`config.mk`:
```
export PLATFORM = sky130hd
export DESIGN_NAME = mtcfg_timer
export DESIGN_NICKNAME = d
export VERILOG_FILES = /design/src/logic/mtcfg_pkg.sv /design/src/logic/mtcfg_cnt_if.sv /design/src/logic/mtcfg_counter.sv /design/src/logic/mtcfg_timer.sv
export SDC_FILE = /design/constraint.sdc
export NUM_CORES = 1
export LEC_CHECK = 0
export BUFFER_PORTS_ARGS = -buffer_cell sky130_fd_sc_hd__buf_2
export CORE_ASPECT_RATIO = 0.8
export CORE_UTILIZATION = 51
export CTS_CLUSTER_SIZE = 12
export DETAILED_ROUTE_END_ITERATION = 7
export PLACE_DENSITY = 0.85
export SYNTH_ARGS = -nofsm -noshare
export SYNTH_HDL_FRONTEND = slang
export SYNTH_SLANG_ARGS = --single-unit
```
`constraint.sdc`:
```
create_clock -name sys_clk -period 2.2 [get_ports sys_clk]
set_clock_uncertainty 0.2 [all_clocks]
set_input_delay 0.44 -clock sys_clk [delete_from_list [all_inputs] [get_ports sys_clk]]
set_output_delay 0.44 -clock sys_clk [all_outputs]
set_load 0.02 [all_outputs]
```
`src/logic/mtcfg_pkg.sv`:
```
`default_nettype none
package mtcfg_pkg;
  // ----------------------------------------------------------------
  // register offsets on the special function register bus
  // ----------------------------------------------------------------
  localparam logic [7:0] MTCFG_OFS_CNT_LO = 8'ha6;  // timer_count_low_byte
  localparam logic [7:0] MTCFG_OFS_CNT_HI = 8'ha7;  // timer_count_high_byte
  localparam logic [7:0] MTCFG_OFS_CONFIG = 8'hc3;  // timer_configuration

  // ----------------------------------------------------------------
  // timer_configuration field positions
  // ----------------------------------------------------------------
  localparam int MTCFG_BIT_CMP_FLAG = 7;  // compare_event_flag
  localparam int MTCFG_BIT_PER_FLAG = 6;  // period_event_flag
  localparam int MTCFG_BIT_OFC_FLAG = 5;  // overflow_compare_flag
  localparam int MTCFG_BIT_UNUSED   = 4;  // reads as zero
  localparam int MTCFG_BIT_CMP_SEL  = 3;  // compare_byte_select
  localparam int MTCFG_BIT_RESV     = 2;  // reserved, software writes 0
  localparam int MTCFG_BIT_SYNC     = 1;  // synchronized start/stop
  localparam int MTCFG_BIT_RUN      = 0;  // run control / status

  // ----------------------------------------------------------------
  // reset values
  // ----------------------------------------------------------------
  localparam logic       MTCFG_RST_SYNC  = 1'b1;
  localparam logic       MTCFG_RST_FLAG  = 1'b0;
  localparam logic [7:0] MTCFG_RST_BYTE  = 8'h00;
  localparam logic [15:0] MTCFG_RST_WORD = 16'h0000;

  // ----------------------------------------------------------------
  // run control states, one-hot
  // ----------------------------------------------------------------
  typedef enum logic [3:0] {
    MTCFG_IDLE       = 4'b0001,  // stopped
    MTCFG_START_WAIT = 4'b0010,  // start requested, awaiting edge
    MTCFG_RUN        = 4'b0100,  // counting
    MTCFG_STOP_WAIT  = 4'b1000   // stop requested, awaiting edge
  } mtcfg_state_e;
endpackage : mtcfg_pkg
`default_nettype wire

```
`src/logic/mtcfg_cnt_if.sv`:
```
`timescale 1ns/10ps
`default_nettype none
// control and status between run control and the counter core
interface mtcfg_cnt_if;
  logic        run;       // counter may advance
  logic        ld_lo;     // load low byte of count
  logic        ld_hi;     // load high byte of count
  logic        ld_full;   // load whole count (synchronized reload)
  logic [15:0] ld_data;   // load data
  logic        delta_ld;  // load delta halt count
  logic [15:0] count;     // current count
  logic        step;      // count advances this cycle
  logic        halted;    // delta counter non-zero
  modport ctrl (output run, ld_lo, ld_hi, ld_full, ld_data, delta_ld,
                input count, step, halted);
  modport core (input run, ld_lo, ld_hi, ld_full, ld_data, delta_ld,
                output count, step, halted);
endinterface : mtcfg_cnt_if
`default_nettype wire

```
`src/logic/mtcfg_counter.sv`:
```
`timescale 1ns/10ps
`default_nettype none
// ------------------------------------------------------------------
// sixteen-bit count with delta halt counter
// ------------------------------------------------------------------
module mtcfg_counter
  import mtcfg_pkg::*;
#(
  parameter int WIDTH = 16  // count and delta width
) (
  input wire logic   sys_clk,
  input wire logic   reset,
  mtcfg_cnt_if.core  cnt
);
  logic [WIDTH-1:0] count_reg;   // timer value
  logic [WIDTH-1:0] count_next;
  logic [WIDTH-1:0] delta_reg;   // remaining halt cycles
  logic [WIDTH-1:0] delta_next;
  logic             step;        // advance this cycle

  // count and delta next values
  always_comb begin
    step       = cnt.run && (delta_reg == '0);
    count_next = count_reg;
    delta_next = delta_reg;
    if (cnt.run && delta_reg != '0) begin
      delta_next = delta_reg - 1'b1;  // same rate as the timer
    end
    if (cnt.delta_ld) begin
      delta_next = cnt.ld_data;  // re-arms only on a new write
    end
    if (cnt.ld_full) begin
      count_next = cnt.ld_data;
    end else if (cnt.ld_lo) begin
      count_next[7:0] = cnt.ld_data[7:0];
    end else if (cnt.ld_hi) begin
      count_next[15:8] = cnt.ld_data[15:8];
    end else if (step) begin
      count_next = count_reg + 1'b1;  // wraps; period logic sits outside
    end
  end

  // registers
  always_ff @(posedge sys_clk) begin
    if (reset) begin
      count_reg <= MTCFG_RST_WORD;
      delta_reg <= MTCFG_RST_WORD;
    end else begin
      count_reg <= count_next;
      delta_reg <= delta_next;
    end
  end

  assign cnt.count  = count_reg;
  assign cnt.step   = step;
  assign cnt.halted = (delta_reg != '0);
endmodule : mtcfg_counter
`default_nettype wire

```
`src/logic/mtcfg_timer.sv`:
```
`timescale 1ns/10ps
`default_nettype none
module mtcfg_timer
  import mtcfg_pkg::*;
(
  input  wire logic        sys_clk,
  input  wire logic        reset,
  input  wire logic [7:0]  sfr_addr,         // register offset
  input  wire logic        sfr_wr,           // write strobe, one cycle
  input  wire logic        sfr_rd,           // read strobe, one cycle
  input  wire logic [7:0]  sfr_wdata,        // write data
  input  wire logic [7:0]  compare_value,    // 8-bit compare operand
  input  wire logic        period_event,     // period pulse
  input  wire logic        ovf_cmp_event,    // overflow compare pulse
  input  wire logic        sleep_edge,       // 32.768 kHz edge pulse
  input  wire logic [15:0] reload_count,     // value for synced start
  output logic      [7:0]  sfr_rdata,        // read data, next cycle
  output logic             timer_running,    // actual run state
  output logic      [15:0] timer_count       // count, registered one cycle behind
);
  // ----------------------------------------------------------------
  // state
  // ----------------------------------------------------------------
  mtcfg_cnt_if cnt ();                 // link to counter core
  mtcfg_state_e state_reg, state_next; // run control
  logic [2:0] flag_reg, flag_next;     // cmp, per, ofc flags
  logic       sel_reg, sel_next;       // compare_byte_select
  logic       resv_reg, resv_next;     // reserved bit, stored only
  logic       sync_reg, sync_next;     // synchronized start/stop
  logic [7:0] lo_pend_reg, lo_pend_next; // pending delta low byte
  logic [7:0] snap_reg, snap_next;     // high byte snapshot
  logic [7:0] rdata_reg, rdata_next;   // read data
  logic       step_d_reg;              // counter advanced last cycle
  logic       run_reg;                 // status flop for output
  logic       cmp_hit;                 // compare match after a step
  logic       wr_cfg, wr_lo, wr_hi, rd_lo, rd_hi, rd_cfg;
  logic       is_running;              // RUN or STOP_WAIT

  // status is 1 for states where the counter really runs
  function automatic logic state_runs(input mtcfg_state_e s);
    return (s == MTCFG_RUN) || (s == MTCFG_STOP_WAIT);
  endfunction : state_runs

  assign wr_cfg     = sfr_wr && sfr_addr == MTCFG_OFS_CONFIG;
  assign wr_lo      = sfr_wr && sfr_addr == MTCFG_OFS_CNT_LO;
  assign wr_hi      = sfr_wr && sfr_addr == MTCFG_OFS_CNT_HI;
  assign rd_cfg     = sfr_rd && sfr_addr == MTCFG_OFS_CONFIG;
  assign rd_lo      = sfr_rd && sfr_addr == MTCFG_OFS_CNT_LO;
  assign rd_hi      = sfr_rd && sfr_addr == MTCFG_OFS_CNT_HI;
  assign is_running = state_runs(state_reg);

  // ----------------------------------------------------------------
  // counter core
  // ----------------------------------------------------------------
  mtcfg_counter #(
    .WIDTH (16)
  ) u_counter (
    .sys_clk (sys_clk),
    .reset   (reset),
    .cnt     (cnt.core)
  );

  // compare only right after the count moved, so one event per match
  assign cmp_hit = step_d_reg && (compare_value == (sel_reg ?
                   cnt.count[7:0] : cnt.count[15:8]));

  // ----------------------------------------------------------------
  // run control
  // ----------------------------------------------------------------
  always_comb begin
    state_next = state_reg;
    case (state_reg)
      MTCFG_IDLE: begin
        if (wr_cfg && sfr_wdata[MTCFG_BIT_RUN]) begin
          state_next = sfr_wdata[MTCFG_BIT_SYNC] ?
                       MTCFG_START_WAIT : MTCFG_RUN;
        end
      end
      MTCFG_START_WAIT: begin
        if (wr_cfg && !sfr_wdata[MTCFG_BIT_RUN]) begin
          state_next = MTCFG_IDLE;  // start withdrawn before the edge
        end else if (sleep_edge) begin
          state_next = MTCFG_RUN;
        end
      end
      MTCFG_RUN: begin
        if (wr_cfg && !sfr_wdata[MTCFG_BIT_RUN]) begin
          state_next = sfr_wdata[MTCFG_BIT_SYNC] ?
                       MTCFG_STOP_WAIT : MTCFG_IDLE;
        end
      end
      MTCFG_STOP_WAIT: begin
        if (wr_cfg && sfr_wdata[MTCFG_BIT_RUN]) begin
          state_next = MTCFG_RUN;  // stop withdrawn before the edge
        end else if (sleep_edge) begin
          state_next = MTCFG_IDLE;
        end
      end
      default: state_next = MTCFG_IDLE;
    endcase
  end

  // counter steering; idle covers START_WAIT too
  always_comb begin
    cnt.run      = is_running;
    // reload whenever the state really moves to RUN at the edge
    cnt.ld_full  = (state_reg == MTCFG_START_WAIT) && sleep_edge &&
                   !(wr_cfg && !sfr_wdata[MTCFG_BIT_RUN]);
    cnt.ld_lo    = wr_lo && !is_running;
    cnt.ld_hi    = wr_hi && !is_running;
    cnt.delta_ld = wr_hi && is_running;
    if (cnt.ld_full) begin
      cnt.ld_data = reload_count;
    end else if (is_running) begin
      cnt.ld_data = {sfr_wdata, lo_pend_reg};
    end else begin
      cnt.ld_data = {sfr_wdata, sfr_wdata};
    end
  end

  // ----------------------------------------------------------------
  // configuration, pending byte, snapshot and read data
  // ----------------------------------------------------------------
  always_comb begin
    flag_next    = flag_reg;
    sel_next     = sel_reg;
    resv_next    = resv_reg;
    sync_next    = sync_reg;
    lo_pend_next = lo_pend_reg;
    snap_next    = snap_reg;
    rdata_next   = rdata_reg;
    if (wr_cfg) begin
      // writing one leaves a flag alone, zero clears it
      flag_next = flag_reg & sfr_wdata[7:5];
      sel_next  = sfr_wdata[MTCFG_BIT_CMP_SEL];
      resv_next = sfr_wdata[MTCFG_BIT_RESV];  // stored, read back as is
      sync_next = sfr_wdata[MTCFG_BIT_SYNC];
    end
    // hardware set wins over a clear in the same cycle
    if (cmp_hit) flag_next[2] = 1'b1;
    if (period_event) flag_next[1] = 1'b1;
    if (ovf_cmp_event) flag_next[0] = 1'b1;
    if (wr_lo && is_running) begin
      lo_pend_next = sfr_wdata;
    end
    if (rd_lo) begin
      rdata_next = cnt.count[7:0];
      snap_next  = cnt.count[15:8];
    end else if (rd_hi) begin
      rdata_next = snap_reg;
    end else if (rd_cfg) begin
      rdata_next = {flag_reg, 1'b0, sel_reg, resv_reg, sync_reg,
                    is_running};
    end else if (sfr_rd) begin
      rdata_next = MTCFG_RST_BYTE;  // unmapped offsets read zero
    end
  end

  // registers
  always_ff @(posedge sys_clk) begin
    if (reset) begin
      state_reg   <= MTCFG_IDLE;
      flag_reg    <= {3{MTCFG_RST_FLAG}};
      sel_reg     <= 1'b0;
      resv_reg    <= 1'b0;
      sync_reg    <= MTCFG_RST_SYNC;
      lo_pend_reg <= MTCFG_RST_BYTE;
      snap_reg    <= MTCFG_RST_BYTE;
      rdata_reg   <= MTCFG_RST_BYTE;
      step_d_reg  <= 1'b0;
      run_reg     <= 1'b0;
      timer_count <= MTCFG_RST_WORD;
    end else begin
      state_reg   <= state_next;
      flag_reg    <= flag_next;
      sel_reg     <= sel_next;
      resv_reg    <= resv_next;
      sync_reg    <= sync_next;
      lo_pend_reg <= lo_pend_next;
      snap_reg    <= snap_next;
      rdata_reg   <= rdata_next;
      step_d_reg  <= cnt.step;
      run_reg     <= state_runs(state_next);
      timer_count <= cnt.count;
    end
  end

  assign sfr_rdata     = rdata_reg;
  assign timer_running = run_reg;
endmodule : mtcfg_timer
`default_nettype wire

```
=== Word level (Yosys, flattened, before mapping) ===
Cells that the tools add are included.

* Register bits after elaboration: 84

* Reductions and logical operators: 33
* Add/sub/neg operators: 2
* Eq/ne operators: 12
* Bitwise gates (word level): 1
* Muxes and demuxes: 28

{| class="wikitable"
|+ Operator list
! kind !! count
|-
| $mux 16 || 5
|-
| $mux 8 || 10
|-
| $mux 4 || 7
|-
| $eq 8x8->1 const B || 3
|-
| $logic_and 1x1->1 || 17
|-
| $add 16x1->16 const B || 1
|-
| $logic_not 16->1 || 1
|-
| $pmux 4 s4 || 1
|-
| $reduce_bool 16->1 || 1
|-
| $sub 16x1->16 const B || 1
|-
| $eq 4x3->1 const B || 2
|-
| $eq 4x4->1 const B || 2
|-
| $eq 8x8->1 || 1
|-
| $reduce_bool 2->1 || 4
|-
| $mux 3 || 2
|-
| $reduce_bool 3->1 || 2
|-
| $eq 4x1->1 const B || 1
|-
| $eq 4x2->1 const B || 1
|-
| $reduce_and 2->1 || 2
|-
| $reduce_bool 4->1 || 1
|-
| $and 3x3->3 || 1
|-
| $logic_not 1->1 || 3
|-
| $mux 1 || 3
|-
| $ne 3x2->1 const B || 1
|-
| 2 further kinds || 3
|}

=== Longest topological paths before layout ===
Gate-level depths: netlist (run 1).

* Depth in word-level cells: 9
* Gate-level depth with buffers: 8

=== Cells and area by module ===
A second synthesis (run 1) with hierarchy kept.

* Cells, all modules: 542
* Area, all modules: 4,739.5 um2

{| class="wikitable"
|+ By module, submodules not included
! module !! area each (um2) !! times used !! cells an instance
|-
| mtcfg_timer || 2,691.3 || 1 || 291
|-
| mtcfg_counter || 2,048.2 || 1 || 251
|}

=== Least setup slack after synthesis (run 1) ===
No wires, ideal clock.

* Path kind: input -> register
* Start: input port sfr_addr[0]
* End: register u_counter.count_reg[14] (netlist: u_counter.cnt.count[14])
* Setup slack: -0.175 ns
* Cell stages on the path: 8
* Buffers on the path: 3
* Arrival: 2.090 ns
* Cell sequence: buf_2 nand4b_1 or4_1 clkbuf_1 nand2_1 clkbuf_1 o221ai_1 a211oi_1

* Longest elaborated chain between the ends: 9

{| class="wikitable"
|+ Ends and longest elaborated chain
! item !! RTL line !! source
|-
| from (decl) || mtcfg_timer.sv:8 || <nowiki>input wire logic [7:0] sfr_addr,</nowiki>
|-
| $eq 8x8->1 || mtcfg_timer.sv:44 || <nowiki>assign wr_cfg = sfr_wr && sfr_addr == MTCFG_OFS_CONFIG;</nowiki>
|-
| $logic_and 1x1->1 || mtcfg_timer.sv:44 ||
|-
| $logic_and 1x1->1 || mtcfg_timer.sv:108 || <nowiki>!(wr_cfg && !sfr_wdata[MTCFG_BIT_RUN]);</nowiki>
|-
| $logic_not 1->1 || mtcfg_timer.sv:108 ||
|-
| $logic_and 1x1->1 || mtcfg_timer.sv:107 || <nowiki>cnt.ld_full = (state_reg == MTCFG_START_WAIT) && sleep_edge &&</nowiki>
|-
| $mux 16 || mtcfg_timer.sv:112 || <nowiki>if (cnt.ld_full) begin</nowiki>
|-
| $mux 8 || mtcfg_counter.sv:36 || <nowiki>end else if (cnt.ld_hi) begin</nowiki>
|-
| $mux 8 || mtcfg_counter.sv:34 || <nowiki>end else if (cnt.ld_lo) begin</nowiki>
|-
| $mux 16 || mtcfg_counter.sv:32 || <nowiki>if (cnt.ld_full) begin</nowiki>
|-
| to (signal assigned) || mtcfg_counter.sv:49 || <nowiki>count_reg <= count_next;</nowiki>
|-
| to (decl) || mtcfg_counter.sv:15 || <nowiki>logic [WIDTH-1:0] count_reg;</nowiki>
|}

Parallel ways exist; a longest one is shown, timed or not. The select of a mux whose other input is x is not followed.
A chain may end at the register's enable or synchronous reset.

=== Worst setup path after layout (run 1) ===
* Start: register u_counter.delta_reg[5]
* End: register u_counter.count_reg[11] (netlist: u_counter.cnt.count[11])

* Longest elaborated chain between the ends: 4

{| class="wikitable"
|+ Ends and longest elaborated chain
! item !! RTL line !! source
|-
| from (decl) || mtcfg_counter.sv:17 || <nowiki>logic [WIDTH-1:0] delta_reg;</nowiki>
|-
| from (signal assigned) || mtcfg_counter.sv:50 || <nowiki>delta_reg <= delta_next;</nowiki>
|-
| $logic_not 16->1 || mtcfg_counter.sv:23 || <nowiki>step = cnt.run && (delta_reg == '0);</nowiki>
|-
| $logic_and 1x1->1 || mtcfg_counter.sv:23 ||
|-
| $reduce_bool 3->1 (no line) || - ||
|-
| $reduce_and 2->1 (no line) || - ||
|}

No other way between the ends.

==> results of run 1 <==
-- report_power, final --
group | internal [uW] | switching [uW] | leakage [uW]
Clock | 462 | 634 | 0.0000983
Sequential | 1520 | 2.54 | 0.000682
Combinational | 80.1 | 117 | 0.00178
-- worst register-to-register path: cells and delay by family, from the launching register on --
kind                   cells  cell delay (ns)
AOI/OAI and AO/OA          2             0.21
buffers and inverters      1             0.19
DFF                        1             0.33
and+or+nand+nor            3             1.46
-- layout by cell type (no fill, tap or decap), types with 7 or more instances in the layout --
cell      netlist  layout
a222oi_1        7       7
nand2_1        47      45
buf_6           1      10
nand4_1         7       7
nor2b_1        17      17
o21ai_0        11      11
buf_2           5      71
dfxtp_2         0       9
dfxtp_1        84      75
nor2_1         36      34
nand3_1        20      20
buf_4           0     110
a21oi_1        38      37
inv_1          15      15
mux2i_1        22      21
nor3_1         18      11
xnor2_1        22      21
a211oi_1       27      21
clkbuf_8        0      10
o221ai_1        7       7
nor4_4          2       7
and3_1         11      10
-- final timing paths --
| check | startpoint | end | slack [ns] | depth (start not counted) |
|---|---|---|---|---|
| setup / recovery | u_counter.delta_reg[5]$_SDFFE_PP0P_ | u_counter.cnt.count[11]$_SDFFE_PP0P_ | -0.29 | 6 |
| hold / removal | period_event | flag_reg[1]$_SDFFE_PP0P_ | 0.09 | 3 |
| setup reg to reg | u_counter.delta_reg[5]$_SDFFE_PP0P_ | u_counter.cnt.count[11]$_SDFFE_PP0P_ | -0.29 | 6 |
| hold reg to reg | snap_reg[3]$_SDFFE_PP0P_ | snap_reg[3]$_SDFFE_PP0P_ | 0.27 | 2 |
-- logic make-up (layout without fill, tap and decap cells) --
family	count (synthesis)	count (layout)	share of synthesized area, %
compound gates	135	135	20.9
xor+xnor	27	27	5.20
fa+ha+maj	2	2	0.551
buf+inv	52	226	4.60
flops	84	84	37.0
mux	24	24	5.34
simple gates	210	212	26.4
-- metrics by stage --
stage | util (%) | instances | worst slack [ns] | area, um2 | power, uW
2_1_floorplan | - | 534 | -0.0923 | 4690 | 1630
3_3_place_gp | 67.4 | 784 | -0.200 | 5770 | 1740
3_5_place_dp | 67.4 | 784 | -0.267 | 5770 | 1750
4_1_cts | 72.5 | 810 | -0.208 | 6200 | 2800
5_1_grt | 75.7 | 822 | -0.310 | 6480 | 2880
6_report | 75.7 | 822 | -0.295 | 6480 | 2820
-- area by class of cell --
class | instances | area, um2
Clock buffer | 10 | 138
Timing Repair Buffer | 195 | 1380
Sequential cell | 84 | 1690
Tap cell | 112 | 140
Fill cell | 585 | 2080
Multi-Input combinational cell | 400 | 3020
Inverter | 15 | 56.3
Clock inverter | 6 | 52.6
-- timing repair --
item	4_1_cts	5_1_grt
cloned	4	0
resized for setup	30	40
pin swaps	13	26
buffers inserted	7	14
endpoints found under the setup margin	28	31
-- layer usage --
layer	GRT usage, %	up-vias	wire [um]
li1	-	2346	-
met1	48.2	2440	6450
met2	58.8	416	7910
met3	8.12	95	2170
met4	14.7	0	845
met5	0	-	0
==> results.toml, run 1 <==
[global_route]
track_usage_pct = 36.7
grt_max_degree = 28
first_global_vias = 4920
antenna_found_initial = 0
grt-ovfl-total = 0
grt_pass1_wl_um = 25900

[synthesis]
yosysMostFrequentCell = "dfxtp_1"
synth_top_area_share_pct = 37.0
synthesis.nets = 583
synthesis.area_um2 = 4540
async_flop_share_pct = 0
synthTopCellsByArea = "dfxtp_1, mux2i_1, a211oi_1, xnor2_1, a21oi_1"
yosys-top-cells-count = "dfxtp_1, nand2_1, a21oi_1"
synth_edf_count = 0
synthDistinctLibCells = 68
ys_seq_elements = 84
synthCells = 534
synthFlopType = "dfxtp_1"
ys_seq_area_share_pct = 37.0
yosys.area.top_type = "dfxtp_1"
yosys_warnings = 0
syn_avg_cell_area_um2 = 8.51

[critical_path]
cp_slowest_stage_delay_ns = 0.56
endpoint_kind = "flop"
critical_path_peak_fanout = 6
worst-path-buf-inv = 1
critPathKind = "flop to flop"
crit_chain = "or4_4 -> or4_4 -> nor3_4 -> buf_4 -> a211o_1 -> a211oi_1"
required_ns = 2.24
cp_slowest_cell = "or4_4"
crit_family = "simple AND/OR/NAND/NOR gates"
cp_common_cell = "or4_4"
worstPathArrival_ns = 2.54
cp-start-kind = "flop"

[cells_and_area]
area_delta_synth_final_pct = 42.6
layout-drive-gt1-share_pct = 39.6
fin_nets = 754
num_antenna_cells = 0

[floorplan]
die_w_um = 108
fp.dieH_um = 86.4
die-area_um2 = 9290
core_um2 = 8560
fp-row-count = 30
start_util_pct = 53.1
io_pins = 72

[power_and_ir_drop]
p_leak_uw = 0.00256
power.density_nw_per_um2 = 435
vdd_drop_max_v = 0.000298

[route]
drt_pass1_iterations = 8
drtIter0Drc = 849
route.detailed.drc = 0
antenna_left = 0
via_per_inst = 6.44
drt-wirelength-per-cell_um = 21.1
drt_wl_total_um = 17400
vias = 5297

[clock_tree]
cts_max_path_buffers = 2
clockRootBuffer = "clkbuf_8"
clkSinkCount = 84
cts_tree = "built"
cts_max_level = 3
hold_buffers = 0
clkLatencyLatePin_ns = 0.37
path_clk_slew_ns = 0.10
cts_buffers = 9

[sta]
timing.fmax_mhz = 401
slew_violations = 0
relSlewSlack_pct = 63.0
whs_ns = 0.0887
rsz0062_at_grt = "true"
setup_violations = 27
worstMarginPinSlew_ns = 0.554
tns_ns = -4.07
hold_viol_final = 0
post-route-min-period_ns = 2.49
finalCritPeriodShare_pct = 113
setup_ws_ns = -0.295

[place]
dp_hpwl_um = 11800
port-buffer-count = 71
gp_congestion = 1.00

[outcome]
violations = "negative setup slack"
status = "complete, but fails checks"

[hold_path]
hp-class = "input pin to flop"

[run]
max_cap_violations = 0
Note: power is estimated with default switching activity, not from simulation.
==> run 2: changes to the inputs <==
--- a/config.mk
+++ b/config.mk
@@ -5,12 +5,13 @@
 export SDC_FILE = /design/constraint.sdc
 export NUM_CORES = 1
 export LEC_CHECK = 0
-export BUFFER_PORTS_ARGS = -buffer_cell sky130_fd_sc_hd__buf_2
+export ABC_AREA = 1
+export BUFFER_PORTS_ARGS = -buffer_cell sky130_fd_sc_hd__buf_4
 export CORE_ASPECT_RATIO = 0.8
-export CORE_UTILIZATION = 51
+export CORE_UTILIZATION = 52
 export CTS_CLUSTER_SIZE = 12
 export DETAILED_ROUTE_END_ITERATION = 7
-export PLACE_DENSITY = 0.85
+export PLACE_DENSITY = 0.86
 export SYNTH_ARGS = -nofsm -noshare
 export SYNTH_HDL_FRONTEND = slang
 export SYNTH_SLANG_ARGS = --single-unit
==> results.toml, run 2 <==
[route]
vias = 5290
wl_met1_um = 5880
drt_pass1_iterations = 8
drt-wirelength-per-cell_um = 15.2
top_layer_used = "met4"
antenna_left = 0
via_per_inst = 5.73
route.met2.wl_um = 6360
dr_wl_met3_um = 1510
route.detailed.drc = 0
drt_wl_total_um = 14000
drtIter0Drc = 634

[place]
dp_hpwl_um = 10700
dp_cells = 908
place_ws_ns = 0.00689
port-buffer-count = 71
gp_congestion = 0.975
dpl-instance-area_um2 = 5430

[sta]
hold_viol_final = 0
relSlewSlack_pct = 65.0
rsz0062_at_grt = "true"
slew_violations = 0
finalCritPeriodShare_pct = 94.2
setup_violations = 0
post-route-min-period_ns = 2.07
setup_ws_ns = 0.129
timing.fmax_mhz = 483
worstMarginPinSlew_ns = 0.524

[cells_and_area]
area_delta_synth_final_pct = 21.4
fin_cells = 924
num_antenna_cells = 0
final_common_cell = "nand2_1"
fin_nets = 856
final_cell_mix = "nand2_1, buf_4, dfxtp_1"
design_area_um2 = 5630
utilization_pct = 65.8
layout-drive-gt1-share_pct = 16.7

[clock_tree]
clkLatencyLatePin_ns = 0.38
cts_max_level = 3
post_cts_buffers = 0
cts_resized = 0
cts_buffers = 9
path_clk_slew_ns = 0.09
cts_max_path_buffers = 2
cts_tree = "built"
clockRootBuffer = "clkbuf_8"
clkSinkCount = 84
hold_buffers = 0

[power_and_ir_drop]
p_leak_uw = 0.00254
vdd_drop_max_v = 0.000304
power.density_nw_per_um2 = 490

[floorplan]
fp-row-count = 30
die-area_um2 = 9310
io_pins = 72
die_w_um = 108
start_util_pct = 54.2
fp.dieH_um = 86.5
core_um2 = 8560

[synthesis]
yosys-top-cells-count = "nand2_1, dfxtp_1, nand3_1"
yosys.area.top_type = "dfxtp_1"
yosysMostFrequentCell = "nand2_1"
synthCells = 719
synthTopCellsByArea = "dfxtp_1, nand2_1, nand3_1, o21ai_0, nor2_1"
synthDistinctLibCells = 34
synthesis.nets = 768
syn_avg_cell_area_um2 = 6.45
async_flop_share_pct = 0
synth_edf_count = 0
yosys_warnings = 0
synth_top_area_share_pct = 36.2
synthesis.area_um2 = 4640
synthFlopType = "dfxtp_1"
ys_seq_area_share_pct = 36.2
ys_seq_elements = 84

[critical_path]
cp-start-kind = "flop"
setup.worst_path.end = "u_counter.cnt.count[1]$_SDFFE_PP0P_"
worstRegToRegCells = 11
critPathKind = "flop to flop"
reg2reg_to = "u_counter.cnt.count[1]$_SDFFE_PP0P_"
worst-path-buf-inv = 3
r2r_slack_ns = 0.13
worstPathArrival_ns = 2.15
cp_slowest_cell = "dfxtp_1"
cp_slowest_stage_delay_ns = 0.33
crit_family = "simple AND/OR/NAND/NOR gates"
worstSetupStartpoint = "u_counter.delta_reg[0]$_SDFFE_PP0P_"
cp_num_cells = 11
timing.rr.start = "u_counter.delta_reg[0]$_SDFFE_PP0P_"
crit_chain = "inv_1 -> ha_1 -> nand3_1 -> nor2_4 -> nand3_2 -> nand3_1 -> inv_1 -> nand2_1 -> nand3_1 -> nand2_1 -> inv_1"
required_ns = 2.28
endpoint_kind = "flop"
critical_path_peak_fanout = 7

[global_route]
track_usage_pct = 31.2
grt_max_degree = 42
grt-ovfl-total = 0
first_global_vias = 4872
antenna_found_initial = 0
grt_pass1_wl_um = 22500

[outcome]
status = "complete, no violations"

[hold_path]
hp-class = "input pin to flop"

[run]
max_cap_violations = 0
[run 2: cell count changes after synthesis, moves of 9 or more]
cell      change
mux2i_1      -22
o21ai_0      +53
nand2_1     +136
nand3_1      +64
nor2_1       +44
clkbuf_1     -22
a211oi_1     -27
inv_1        +61
xnor2_1      -18
nor2b_1      -17
xor2_1        +9
nor3_1       -13
and3_1       -11
[run 2: kinds of logic after synthesis]
kind of cell / synth area share, %
simple gates: 35.5
compound gates: 15.4
buf+inv: 8.95
flops: 36.2
xor+xnor: 3.40
fa+ha+maj: 0.539
[run 2: metrics by stage]
stage | total power (uW) | hold WS (ns) | TNS, ns
3_3_place_gp | 1730 | 0.236 | 0
3_5_place_dp | 1730 | 0.242 | 0
6_report | 2760 | 0.0679 | 0
5_1_grt | 2840 | 0.0725 | -0.0118
2_1_floorplan | 1630 | 0.225 | 0
4_1_cts | 2760 | 0.0613 | 0
[run 2: final cells by class]
type	count	area [um2]
clock inverters	7	57.6
repair buffers	100	763
well taps	112	140
inverters	80	300
fillers	752	2930
flip-flops and latches	84	1680
multi-input cells	532	2570
clock buffers	9	124
[run 2: metal layers]
metal	vias to the layer above	GRT usage, %
met5	-	0
met4	0	10.5
met3	36	7.59
met2	340	50.4
met1	2389	40.9
li1	2525	-
[run 2: where the power goes]
| group | leakage (uW) | internal, uW | total (uW) | switching [uW] |
|---|---|---|---|---|
| Combinational | 0.00178 | 79.8 | 176 | 95.8 |
| Sequential | 0.000677 | 1520 | 1520 | 2.13 |
| Clock | 0.0000829 | 423 | 1060 | 637 |
| Total | 0.00254 | 2030 | 2760 | 735 |
[run 2: worst min-delay path by stage]
stage                     cells past startpoint                           to                   startpoint
final                                         2      state_reg[1]$_SDFF_PP0_                        reset
after global routing                          2      state_reg[1]$_SDFF_PP0_                        reset
after CTS                                     2      state_reg[1]$_SDFF_PP0_                        reset
after detailed placement                      2  lo_pend_reg[7]$_SDFFE_PP0P_  lo_pend_reg[7]$_SDFFE_PP0P_
after global placement                        2  lo_pend_reg[7]$_SDFFE_PP0P_  lo_pend_reg[7]$_SDFFE_PP0P_
after floorplan                               2  lo_pend_reg[7]$_SDFFE_PP0P_  lo_pend_reg[7]$_SDFFE_PP0P_
==> run 3: changes to the inputs <==
--- a/config.mk
+++ b/config.mk
@@ -8,10 +8,11 @@
 export ABC_AREA = 1
 export BUFFER_PORTS_ARGS = -buffer_cell sky130_fd_sc_hd__buf_4
 export CORE_ASPECT_RATIO = 0.8
-export CORE_UTILIZATION = 52
+export CORE_UTILIZATION = 55
 export CTS_CLUSTER_SIZE = 12
 export DETAILED_ROUTE_END_ITERATION = 7
-export PLACE_DENSITY = 0.86
+export GPL_ROUTABILITY_DRIVEN = 1
+export PLACE_DENSITY = 0.87
 export SYNTH_ARGS = -nofsm -noshare
 export SYNTH_HDL_FRONTEND = slang
 export SYNTH_SLANG_ARGS = --single-unit
==> constraint.sdc (replaced) <==
create_clock -name sys_clk -period 2.3 [get_ports sys_clk]
set_clock_uncertainty 0.2 [all_clocks]
set_input_delay 0.46 -clock sys_clk [delete_from_list [all_inputs] [get_ports sys_clk]]
set_output_delay 0.46 -clock sys_clk [all_outputs]
set_load 0.02 [all_outputs]
==> results.toml, run 3 (synthesis results as in run 2) <==
[global_route]
grt_pass1_wl_um = 23000
antenna_found_initial = 0
grt_max_degree = 44
grt-ovfl-total = 0
first_global_vias = 4843
track_usage_pct = 32.9

[power_and_ir_drop]
intPower_uw = 1940
combinationalPowerShare_pct = 6.3
seq_power_share_pct = 55.4
power_uw = 2630
p_sw_uw = 695
p_leak_uw = 0.00249
swShare_pct = 26.4
power.density_nw_per_um2 = 477
vdd_drop_max_v = 0.000429
clockPowerShare_pct = 38.3

[sta]
rsz0062_at_grt = "true"
slew_violations = 0
setup_violations = 0
worstMarginPinSlew_ns = 0.597
hold_viol_final = 0
relSlewSlack_pct = 60.2
post-route-min-period_ns = 2.18
timing.fmax_mhz = 460
finalCritPeriodShare_pct = 94.6
tns_ns = 0

[place]
port-buffer-count = 71
gp_congestion = 1.01
dp_hpwl_um = 10800

[critical_path]
crit_family = "simple AND/OR/NAND/NOR gates"
r2r_slack_ns = 0.12
critPathKind = "flop to flop"
cp_slowest_cell = "dfxtp_1"
reg2reg_to = "u_counter.cnt.count[0]$_SDFFE_PP0P_"
endpoint_kind = "flop"
worstPathArrival_ns = 2.28
cp_slowest_stage_delay_ns = 0.34
cp_common_cell = "nand3_1"
cp-start-kind = "flop"
worstRegToRegCells = 10
required_ns = 2.40
worst-path-buf-inv = 2
crit_chain = "inv_1 -> ha_1 -> nand3_1 -> nor2_2 -> nand3_1 -> nand3_1 -> nand2_1 -> inv_1 -> nor2_1 -> nor2_1"
timing.rr.start = "u_counter.delta_reg[0]$_SDFFE_PP0P_"
critical_path_peak_fanout = 4

[outcome]
status = "complete, no violations"

[cells_and_area]
num_antenna_cells = 0
ff_latch_area_um2 = 1680
layout-drive-gt1-share_pct = 15.6
multiInputGateArea_um2 = 2540
fin_nets = 847
area_delta_synth_final_pct = 19.1
final_common_cell = "nand2_1"
final_cell_mix = "nand2_1, buf_4, nand3_1, dfxtp_1, nor2_1"
fillers = 723

[route]
route.detailed.drc = 0
antenna_left = 0
via_per_inst = 5.74
drt_wl_total_um = 14100
vias = 5225
drtIter0Drc = 577
drt_pass1_iterations = 7
drt-wirelength-per-cell_um = 15.5

[clock_tree]
cts_max_path_buffers = 2
clkSinkCount = 84
clockRootBuffer = "clkbuf_8"
post_cts_buffers = 0
path_clk_slew_ns = 0.09
cts_max_level = 3
cts_resized = 0
hold_buffers = 0
cts_buffers = 9
clkLatencyLatePin_ns = 0.36
cts_tree = "built"

[floorplan]
io_pins = 72
fp.dieH_um = 84.2
die-area_um2 = 8810
core_um2 = 8060
start_util_pct = 57.6
fp-row-count = 29
die_w_um = 105

[hold_path]
min_to = "flag_reg[0]$_SDFFE_PP0P_"
hp-start = "ovf_cmp_event"
min_path_cells = 3
hp-class = "input pin to flop"

[run]
max_cap_violations = 0
==> run 3: cell count changes in the layout (fill, tap and decap cells not counted), sizes merged <==
cell / previous run / this run
clkinvlp: 3 / 2
clkinv: 3 / 4
buf: 100 / 91
==> run 3: routing by layer <==
| layer | wire length [um] | vias to the layer above | global-route usage, % | part of all wire [%] |
|---|---|---|---|---|
| met3 | 1270 | 51 | 6.52 | 9.0 |
| li1 | - | 2509 | - | - |
| met1 | 6120 | 2396 | 44.1 | 43 |
| met4 | 406 | 0 | 11.7 | 2.9 |
| met5 | 0 | - | 0 | 0 |
| met2 | 6340 | 269 | 53.0 | 45 |
==> run 3: final cells by class <==
cell class              instances  area share [%]
flip-flops and latches         84            30.4
well taps                     108            2.45
repair buffers                 91            12.4
clock buffers                   9            2.24
clock inverters                 7            1.06
multi-input cells             532            46.0
inverters                      80            5.43
==> run 3: worst max path at each step <==
stage | start | endpoint | depth (start not counted)
2_1_floorplan | sfr_addr[4] | state_reg[2]$_SDFF_PP0_ | 10
3_3_place_gp | sfr_addr[4] | u_counter.cnt.count[5]$_SDFFE_PP0P_ | 11
3_5_place_dp | sfr_addr[4] | u_counter.cnt.count[9]$_SDFFE_PP0P_ | 12
4_1_cts | u_counter.delta_reg[0]$_SDFFE_PP0P_ | u_counter.cnt.count[0]$_SDFFE_PP0P_ | 10
5_1_grt | u_counter.delta_reg[0]$_SDFFE_PP0P_ | u_counter.cnt.count[8]$_SDFFE_PP0P_ | 10
6_report | u_counter.delta_reg[0]$_SDFFE_PP0P_ | u_counter.cnt.count[0]$_SDFFE_PP0P_ | 10
==> run 3: worst register-to-register path, cell delays in order (launching register included) <==
cell     delay (ns)
dfxtp_1        0.34
inv_1          0.12
ha_1           0.25
nand3_1        0.16
nor2_2         0.19
nand3_1        0.23
nand3_1        0.19
nand2_1        0.13
inv_1          0.15
nor2_1         0.06
nor2_1         0.10
==> run 3: stage by stage <==
stage / utilization [%] / std cells / worst slack (ns) / area [um2] / hold slack, ns
after global routing: 68.6 / 911 / -0.0141 / 5530 / 0.149
after CTS: 68.6 / 911 / 0.168 / 5530 / 0.134
after global placement: 66.3 / 895 / 0.183 / 5340 / 0.238
final: 68.6 / 911 / 0.124 / 5530 / 0.142
after floorplan: - / 719 / 0.451 / 4640 / 0.225
after detailed placement: 66.3 / 895 / 0.107 / 5340 / 0.248
==> run 3: power by group through the flow <==
| stage | clock (uW) | combinational [uW] | sequential [uW] |
|---|---|---|---|
| 4_1_cts | 1020 | 162 | 1460 |
| 3_5_place_dp | 0 | 162 | 1490 |
| 5_1_grt | 1080 | 179 | 1460 |
| 2_1_floorplan | 0 | 63.5 | 1490 |
| 6_report | 1010 | 165 | 1460 |
| 3_3_place_gp | 0 | 159 | 1490 |
